`config.mk`:
```
export PLATFORM = sky130hd
export DESIGN_NAME = dac_pin_ctrl
export DESIGN_NICKNAME = d
export VERILOG_FILES = /design/src/dac_pin_pkg.sv /design/src/dac_pin_ctrl.sv
export SDC_FILE = /design/constraint.sdc
export NUM_CORES = 1
export LEC_CHECK = 0
export BUFFER_PORTS_ARGS = -buffer_cell sky130_fd_sc_hd__buf_2
export CAP_MARGIN = 20
export CORE_MARGIN = 4
export CORE_UTILIZATION = 37
export DETAILED_ROUTE_END_ITERATION = 8
export SLEW_MARGIN = 20
export SYNTH_ARGS = -nofsm -noshare
export SYNTH_HDL_FRONTEND = slang
export SYNTH_SLANG_ARGS = --single-unit
```
`constraint.sdc`:
```
create_clock -name clock -period 3.6 [get_ports clock]
set_input_delay 0.72 -clock clock [delete_from_list [all_inputs] [get_ports clock]]
set_output_delay 0.72 -clock clock [all_outputs]
set_load 0.01 [all_outputs]
```
`src/dac_pin_pkg.sv`:
```
// Constants, types and timing for the converter pin-interface control
`default_nettype none
package dac_pin_pkg;
   // Serial word layout, MSB first
   localparam int CHAN_W     = 5;
   localparam int DATA_W     = 14;
   localparam int WORD_W     = 20;
   localparam int RB_BIT     = 19;
   localparam int ADDR_HI    = 18;
   localparam int ADDR_LO    = 14;
   localparam int NUM_CHAN   = 32;

   // Timing at the system clock rate
   localparam int CLK_NS     = 20;
   localparam int RST_MIN_NS = 90;
   localparam int RST_MAX_NS = 200;
   localparam int ACQ_NS     = 16000;
   localparam int RST_MIN_CYC = (RST_MIN_NS + CLK_NS - 1) / CLK_NS;
   localparam int RST_MAX_CYC = RST_MAX_NS / CLK_NS;
   localparam int ACQ_CYC     = ACQ_NS / CLK_NS;
   localparam int LOW_W       = 5;
   localparam int ACQ_W       = 12;

   // Register map, byte addresses
   localparam int REG_AW = 8;
   localparam logic [7:0] OFS_STATUS = 8'h00;
   localparam logic [7:0] OFS_MASK   = 8'h04;
   localparam logic [7:0] OFS_CTRL   = 8'h08;
   localparam logic [7:0] OFS_STATE  = 8'h0c;
   localparam logic [7:0] OFS_WORD   = 8'h10;

   // Event bits of status and mask
   localparam int EV_W         = 4;
   localparam int EV_FRAME     = 0;
   localparam int EV_ACQ_START = 1;
   localparam int EV_ACQ_DONE  = 2;
   localparam int EV_RESET     = 3;

   // Control bits
   localparam int CTRL_W       = 2;
   localparam int CTRL_ENABLE  = 0;
   localparam int CTRL_HOLD    = 1;
   localparam logic [CTRL_W-1:0] CTRL_RESET = 2'h1;

   // Pins from the host, sampled as one group
   typedef struct packed {
      logic              frame_n;
      logic              write_n;
      logic              offset_pick;
      logic              sclk;
      logic              sdin;
      logic              interface_choice;
      logic              acquire;
      logic [CHAN_W-1:0] addr;
   } pins_t;

   // Channel being addressed
   typedef struct packed {
      logic              offset;
      logic [CHAN_W-1:0] chan;
   } target_t;

   typedef enum logic [1:0] {SER_IDLE, SER_SHIFT, SER_READ, SER_WAIT} ser_t;
endpackage
`default_nettype wire

```
`src/dac_pin_ctrl.sv`:
```
// Pin-level control of a multi-channel converter with serial/parallel port
`timescale 1ns/1ps
`default_nettype none
module dac_pin_ctrl
   import dac_pin_pkg::*;
#(
   parameter int WORD_LEN = WORD_W,
   parameter int ACQ_LEN  = ACQ_CYC
) (
   // Clock and reset
   input  wire logic              clock,
   input  wire logic              arst_n,
   // Host pins, asynchronous to clock
   input  wire logic              frame_n,
   input  wire logic              write_n,
   input  wire logic              offset_pick,
   input  wire logic              sclk,
   input  wire logic              sdin,
   input  wire logic              interface_choice,
   input  wire logic              acquire,
   input  wire logic [CHAN_W-1:0] par_addr,
   // Pins to the host and analog core
   output logic                   sdout,
   output logic                   busy_n,
   output logic                   track_through,
   output logic [CHAN_W-1:0]      acq_chan,
   output logic                   acq_offset,
   output logic                   infinite_hold_mode,
   // Register port
   input  wire logic [REG_AW-1:0] reg_addr,
   input  wire logic [31:0]       reg_wdata,
   input  wire logic              reg_wr,
   input  wire logic              reg_rd,
   output logic [31:0]            reg_rdata,
   output logic                   irq
);

   ////////////////////////////////////////////////////////////////////////
   // Pin sampling

   pins_t               pin_raw;
   pins_t               pin_meta;
   pins_t               pin_now;
   pins_t               pin_old;

   assign pin_raw = '{frame_n, write_n, offset_pick, sclk, sdin,
                      interface_choice, acquire, par_addr};

   // Two flops before use, third only for edge detection
   // Reset to idle pin levels, so no false edge follows reset
   always_ff @(posedge clock or negedge arst_n) begin
      if (!arst_n) begin
         pin_meta <= '{1'b1, 1'b1, 1'b0, 1'b1, 1'b1, 1'b0, 1'b1, '0};
         pin_now  <= '{1'b1, 1'b1, 1'b0, 1'b1, 1'b1, 1'b0, 1'b1, '0};
         pin_old  <= '{1'b1, 1'b1, 1'b0, 1'b1, 1'b1, 1'b0, 1'b1, '0};
      end else begin
         pin_meta <= pin_raw;
         pin_now  <= pin_meta;
         pin_old  <= pin_now;
      end
   end

   function automatic logic fell(input logic was, input logic is);
      return was & ~is;
   endfunction

   logic                sclk_fall;
   logic                sclk_rise;
   logic                frame_fall;
   logic                acq_rise;
   logic                acq_fall;

   assign sclk_fall  = fell(pin_old.sclk, pin_now.sclk);
   assign sclk_rise  = fell(pin_now.sclk, pin_old.sclk);
   assign frame_fall = fell(pin_old.frame_n, pin_now.frame_n);
   assign acq_rise   = fell(pin_now.acquire, pin_old.acquire);
   assign acq_fall   = fell(pin_old.acquire, pin_now.acquire);

   ////////////////////////////////////////////////////////////////////////
   // Registers seen by software

   logic [EV_W-1:0]     status;
   logic [EV_W-1:0]     mask;
   logic [CTRL_W-1:0]   ctrl;
   logic [EV_W-1:0]     events;
   logic [WORD_LEN-1:0] last_word;
   logic                port_en;

   assign port_en = ctrl[CTRL_ENABLE];

   ////////////////////////////////////////////////////////////////////////
   // Reset pulse detection on acquire control

   logic [LOW_W-1:0]    low_cnt;
   logic                soft_rst;
   logic                acq_go;

   // Saturating count of the low time
   always_ff @(posedge clock or negedge arst_n) begin
      if (!arst_n) begin
         low_cnt <= '0;
      end else if (acq_fall) begin
         low_cnt <= LOW_W'(1);
      end else if (!pin_now.acquire && low_cnt <= LOW_W'(RST_MAX_CYC)) begin
         low_cnt <= low_cnt + LOW_W'(1);
      end
   end

   // Both edges see the same sync delay, so the width is kept
   assign soft_rst = acq_rise
                   && low_cnt >= LOW_W'(RST_MIN_CYC)
                   && low_cnt <= LOW_W'(RST_MAX_CYC);
   assign acq_go   = acq_rise && !soft_rst;

   ////////////////////////////////////////////////////////////////////////
   // Channel registers and addressing

   logic [DATA_W-1:0]   chan_mem [NUM_CHAN];
   target_t             target;
   target_t             next_target;
   logic                addr_hit;
   logic                par_hit;
   logic                ser_hit;
   logic [WORD_LEN-1:0] next_word;
   logic                word_done;

   // Parallel access: select and write both low, newly
   assign par_hit = port_en && !pin_now.interface_choice
                  && !pin_now.frame_n && !pin_now.write_n
                  && (pin_old.frame_n || pin_old.write_n);
   assign addr_hit = par_hit || ser_hit;

   always_comb begin
      next_target = target;
      if (par_hit) begin
         next_target.offset = pin_now.offset_pick;
         next_target.chan   = pin_now.addr;
      end else if (ser_hit) begin
         next_target.offset = 1'b0;
         next_target.chan   = next_word[ADDR_HI:ADDR_LO];
      end
   end

   always_ff @(posedge clock or negedge arst_n) begin
      if (!arst_n) begin
         target <= '0;
      end else if (soft_rst) begin
         target <= '0;
      end else begin
         target <= next_target;
      end
   end

   // Stored codes, cleared only by the pin reset, not by arst_n
   always_ff @(posedge clock) begin
      if (soft_rst) begin
         for (int i = 0; i < NUM_CHAN; i++) begin
            chan_mem[i] <= '0;
         end
      end else if (ser_hit && !next_word[RB_BIT]) begin
         chan_mem[next_word[ADDR_HI:ADDR_LO]] <= next_word[DATA_W-1:0];
      end
   end

   ////////////////////////////////////////////////////////////////////////
   // Serial port

   ser_t                ser_state;
   logic [WORD_LEN-1:0] shift_in;
   logic [DATA_W-1:0]   shift_out;
   logic [ACQ_W-1:0]    bit_cnt;

   assign next_word = {shift_in[WORD_LEN-2:0], pin_now.sdin};
   assign word_done = ser_state == SER_SHIFT && sclk_fall
                    && bit_cnt == ACQ_W'(WORD_LEN - 1);
   assign ser_hit   = word_done;

   // Frame low opens shifting; frame high ends any phase
   always_ff @(posedge clock or negedge arst_n) begin
      if (!arst_n) begin
         ser_state <= SER_IDLE;
         shift_in  <= '0;
         shift_out <= '0;
         bit_cnt   <= '0;
         sdout     <= 1'b0;
         last_word <= '0;
      end else if (soft_rst || pin_now.frame_n) begin
         ser_state <= SER_IDLE;
         sdout     <= 1'b0;
      end else begin
         unique case (ser_state)
            SER_IDLE: begin
               if (frame_fall && port_en && pin_now.interface_choice) begin
                  ser_state <= SER_SHIFT;
                  bit_cnt   <= '0;
               end
            end
            SER_SHIFT: begin
               if (sclk_fall) begin
                  shift_in <= next_word;
                  bit_cnt  <= bit_cnt + ACQ_W'(1);
               end
               if (word_done) begin
                  last_word <= next_word;
                  if (next_word[RB_BIT]) begin
                     shift_out <= chan_mem[next_word[ADDR_HI:ADDR_LO]];
                     ser_state <= SER_READ;
                  end else begin
                     ser_state <= SER_WAIT;
                  end
               end
            end
            SER_READ: begin
               if (sclk_rise) begin
                  sdout     <= shift_out[DATA_W-1];
                  shift_out <= {shift_out[DATA_W-2:0], 1'b0};
               end
            end
            SER_WAIT: begin
               ser_state <= SER_WAIT;
            end
         endcase
      end
   end

   ////////////////////////////////////////////////////////////////////////
   // Acquisition timing and busy

   logic [ACQ_W-1:0]    acq_cnt;
   logic                acq_start;
   logic                acq_end;

   assign acq_start = (addr_hit && pin_now.acquire) || acq_go;
   assign acq_end   = !busy_n && acq_cnt == '0;

   // A new address with acquire high restarts the acquisition time on the new channel
   always_ff @(posedge clock or negedge arst_n) begin
      if (!arst_n) begin
         busy_n  <= 1'b1;
         acq_cnt <= '0;
      end else if (soft_rst) begin
         busy_n  <= 1'b1;
         acq_cnt <= '0;
      end else if (acq_start) begin
         busy_n  <= 1'b0;
         acq_cnt <= ACQ_W'(ACQ_LEN - 1);
      end else if (acq_end) begin
         busy_n  <= 1'b1;
      end else if (!busy_n) begin
         acq_cnt <= acq_cnt - ACQ_W'(1);
      end
   end

   // Outputs toward the analog core
   always_ff @(posedge clock or negedge arst_n) begin
      if (!arst_n) begin
         track_through      <= 1'b0;
         acq_chan           <= '0;
         acq_offset         <= 1'b0;
         infinite_hold_mode <= 1'b0;
      end else begin
         track_through      <= !pin_now.acquire;
         acq_chan           <= target.chan;
         acq_offset         <= target.offset;
         infinite_hold_mode <= ctrl[CTRL_HOLD];
      end
   end

   ////////////////////////////////////////////////////////////////////////
   // Register port and interrupt

   assign events = {soft_rst, acq_end, acq_start, word_done};

   // Write one to clear; a new event wins over the clear
   always_ff @(posedge clock or negedge arst_n) begin
      if (!arst_n) begin
         status <= '0;
         mask   <= '0;
         ctrl   <= CTRL_RESET;
      end else begin
         if (reg_wr && reg_addr == OFS_STATUS) begin
            status <= (status & ~reg_wdata[EV_W-1:0]) | events;
         end else begin
            status <= status | events;
         end
         if (reg_wr && reg_addr == OFS_MASK) begin
            mask <= reg_wdata[EV_W-1:0];
         end
         if (reg_wr && reg_addr == OFS_CTRL) begin
            ctrl <= reg_wdata[CTRL_W-1:0];
         end
      end
   end

   // Read data stand only in the cycle after the strobe
   always_ff @(posedge clock or negedge arst_n) begin
      if (!arst_n) begin
         reg_rdata <= '0;
         irq       <= 1'b0;
      end else begin
         irq       <= |(status & mask);
         reg_rdata <= '0;
         if (reg_rd) begin
            unique case (reg_addr)
               OFS_STATUS: reg_rdata <= 32'(status);
               OFS_MASK:   reg_rdata <= 32'(mask);
               OFS_CTRL:   reg_rdata <= 32'(ctrl);
               OFS_STATE:  reg_rdata <= 32'({pin_now.interface_choice,
                                             !pin_now.acquire, target,
                                             ser_state, busy_n});
               OFS_WORD:   reg_rdata <= 32'(last_word);
               default:    reg_rdata <= '0;
            endcase
         end
      end
   end

endmodule
`default_nettype wire

```
==> flow_summary.toml <==
[layout]
layout-drive-gt1-share = 0.186
area_growth_pct = 12.8
fin_area_sq_mm = 0.0311
fillCellCount = 6652
final_cells = 3089
diodes = 0
fin_util = 0.424
nets = 2142

[global_route]
grt.overflow.total = 0
antenna_found_initial = 1
grt_max_degree = 80
grt_pass1_wl_um = 103000
grt_pass1_vias = 16600
grtUsageTotal = 0.172

[detailed_routing]
drt_iter0_markers = 1312
num_vias = 16300
ant_nets = 0
routed_via_density = 5.28
drc = 0
drt-total-wl_um = 67900
firstDrtPassIters = 5
wl_per_cell_um = 22.0

[synth]
yosysSeqAreaShare = 0.634
synthArstFlopShare = 0.262
syn-cell-area_sq_mm = 0.0275
synth.area.mux_share = 0.115
synth.area.top_cells = "edfxtp_1 49%, dfrtp_1 13%, and2_1 10%, mux2i_1 4.8%, mux4_2 3.9%"
synthSimpleGateAreaFrac = 0.156
synth_ff_type = "edfxtp_1"
synth_edf_count = 448
synth_compound_area_frac = 0.0575
yosysWarningCount = 0
synth-xor-area-share = 0.00159
synth_cell_types = 77
ys_ff_latch = 607
synth_top_family_by_area = "simple AND/OR/NAND/NOR gates"
synth_area_leader_cell = "edfxtp_1"
yosysTopAreaCellShare = 0.488
syn_avg_cell_area_sq_um = 13.6
post_synth_fa_ha_maj_area_fraction = 0.00454
syn_inst = 2020

[floorplan]
die_area_sq_mm = 0.0789
start_util = 0.376
dieHeight_um = 281
fp.dieW_um = 281
io_pins = 99
core_sq_mm = 0.0733
fp-row-count = 99

[power]
powerDensity_mw_per_mm2 = 510
peakVddDrop_uv = 301
power_frac_seq = 0.524
p_sw_mw = 3.76
total_power_mw = 15.8
switching_share = 0.237
comb_power_share = 0.078
internal_power_mw = 12.1
leakage_nw = 10.5
pwr-share-clk = 0.399

[setup_path]
cp.arrival_ns = 3.80
crit_fanout = 14
path_cells = "inv_1, ha_1, and3b_1, and4_1, o2111ai_2, buf_4, nor2_1, and2_1"
worst_setup_path_start_kind = "register"
endpoint_kind = "register"
critical-path-max-stage-delay_ns = 0.64
cpMaxStageDelayCell = "nor2_1"
critPathKind = "register to register"
worst-r2r-setup-slack_ns = 0.26
cp.required_ns = 4.06
critPathLaunch = "ser_state[1]"
reg2reg_from = "ser_state[1]"

[clock_network]
clockBufferDepth = 3
cts-htree-levels = 3
postCtsSetupBuffers = 0
clk_latency_ns = 0.61
cts_sinks = 607
cts_buffers = 66
clkTransAtPathRegs_ns = 0.06
cts-root-buf = "clkbuf_16"
cts_tree = "done"

[sta]
hold_ws_ns = 0.178
min_period_ns = 3.34
skew_ns = 0.0361
rsz0062_at_grt = "no"
relSlewSlack = 0.312
hold_viol_final = 0
post-route-period-util = 0.927
setup_viol = 0
fin_setup_tns_ns = 0
worst_slew_pin_slew_ns = 1.03
max_freq_ghz = 0.300
setup_slack_ns = 0.262
drv_slew = 0

[placed_design]
hpwl_um = 43600
place_ws_ns = 0.172
postPlaceCellArea_sq_mm = 0.0291
place.gp.congestion = 0.877
port_buffers = 58
dp_cells = 2967

[hold_path]
min_path_type = "primary input to async pin"

[run]
maxCapViolCount = 0

[status]
status = "complete, no violations"
## kinds of logic after synthesis
kind of cell,count (synthesis)
other,1
buffers and inverters,199
XOR/XNOR,5
adder cells (fa/ha/maj),10
AND/OR/NAND/NOR,733
AO/OA/AOI/OAI,221
multiplexers,244
flip-flops,607
## critical path: cells and delay by family, from the launching register on
family | cells | cell delay (ns)
and+or+nand+nor | 4 | 1.72
AOI/OAI and AO/OA | 1 | 0.46
DFF | 1 | 0.44
buffers and inverters | 2 | 0.42
adders and majority gates | 1 | 0.16
## cells in the final DEF (no fill, tap or decap), drive strengths merged, types with 20 or more instances in the layout
cell type / Yosys / final
and2: 454 / 454
edfxtp: 448 / 448
buf: 61 / 149
dfrtp: 143 / 143
mux2i: 131 / 131
clkbuf: 111 / 95
nor2: 90 / 90
mux2: 65 / 65
nand2: 55 / 55
mux4: 48 / 48
o21ai: 47 / 47
inv: 26 / 31
a22oi: 30 / 30
a21oi: 26 / 26
clkinv: 1 / 23
a22o: 20 / 20
o22ai: 20 / 20
nor3: 20 / 20
## final cells by class
class,instances,area (sq um),area share
Sequential cell,607,17500,0.562
Multi-Input combinational cell,1225,9260,0.298
Clock buffer,95,1840,0.0593
Tap cell,959,1200,0.0386
Timing Repair Buffer,149,1050,0.0339
Clock inverter,27,165,0.00531
Inverter,27,101,0.00326
## final timing paths
kind                                          to  cells past startpoint
worst min register to register        pin_now[9]                      0
worst max register to register  chan_mem[13][12]                      8
worst max-delay path            chan_mem[13][12]                      8
min in group clock                   pin_meta[8]                      1
max in group asynchronous             pin_old[5]                      2
worst min-delay path                 pin_meta[6]                      1
## cell usage after synthesis (all sizes together), types with 3 or more instances
master   number
dfstp        16
and4          3
a211oi        9
a311oi        5
mux2         65
inv          26
a32oi        12
or4          10
nand3        18
o2111ai       4
nor2b        12
a21oi        26
ha           10
or3           4
and2        454
a21o          3
o21ai        47
nor3b         5
a41oi         3
a22o         20
mux2i       131
and3         15
buf          61
nand2b        3
a221oi       12
nor3         20
dfrtp       143
mux4         48
clkbuf      111
nand2        55
nand3b        7
o31ai         7
xor2          3
nand4        13
nor2         90
a31oi         3
edfxtp      448
nor4          6
o22ai        20
or2           4
nand4bb       3
a22oi        30
## power by group through the flow
stage	clock, mW	combinational, mW	sequential [mW]
floorplan	0	0.791	8.32
global placement	0	1.20	8.40
detailed placement	0	1.23	8.43
CTS	6.45	1.23	8.29
global route	6.73	1.34	8.34
finish	6.31	1.23	8.29
## sequential cells by signal, summed over array words and instances (netlist names), 5 cells and up
| signal | count |
|---|---|
| bit_cnt | 12 |
| reg_rdata | 20 |
| pin_now | 11 |
| chan_mem | 448 |
| shift_in | 19 |
| acq_chan | 5 |
| shift_out | 14 |
| last_word | 20 |
| acq_cnt | 12 |
| target | 6 |
| pin_meta | 12 |
| low_cnt | 5 |
## metal layers
layer / vias up / track usage / wire, um
li1: 7467 / - / -
met1: 8314 / 0.234 / 29000
met2: 412 / 0.281 / 33200
met3: 111 / 0.0297 / 3830
met4: 0 / 0.0587 / 1950
met5: - / 0 / 0
## what timing repair did
action,in CTS,in global routing
hold endpoints to repair,0,0
endpoints found under the setup margin,0,11
hold buffers,0,0
gates resized for setup,0,2
Power figures use the tool's default switching activity.
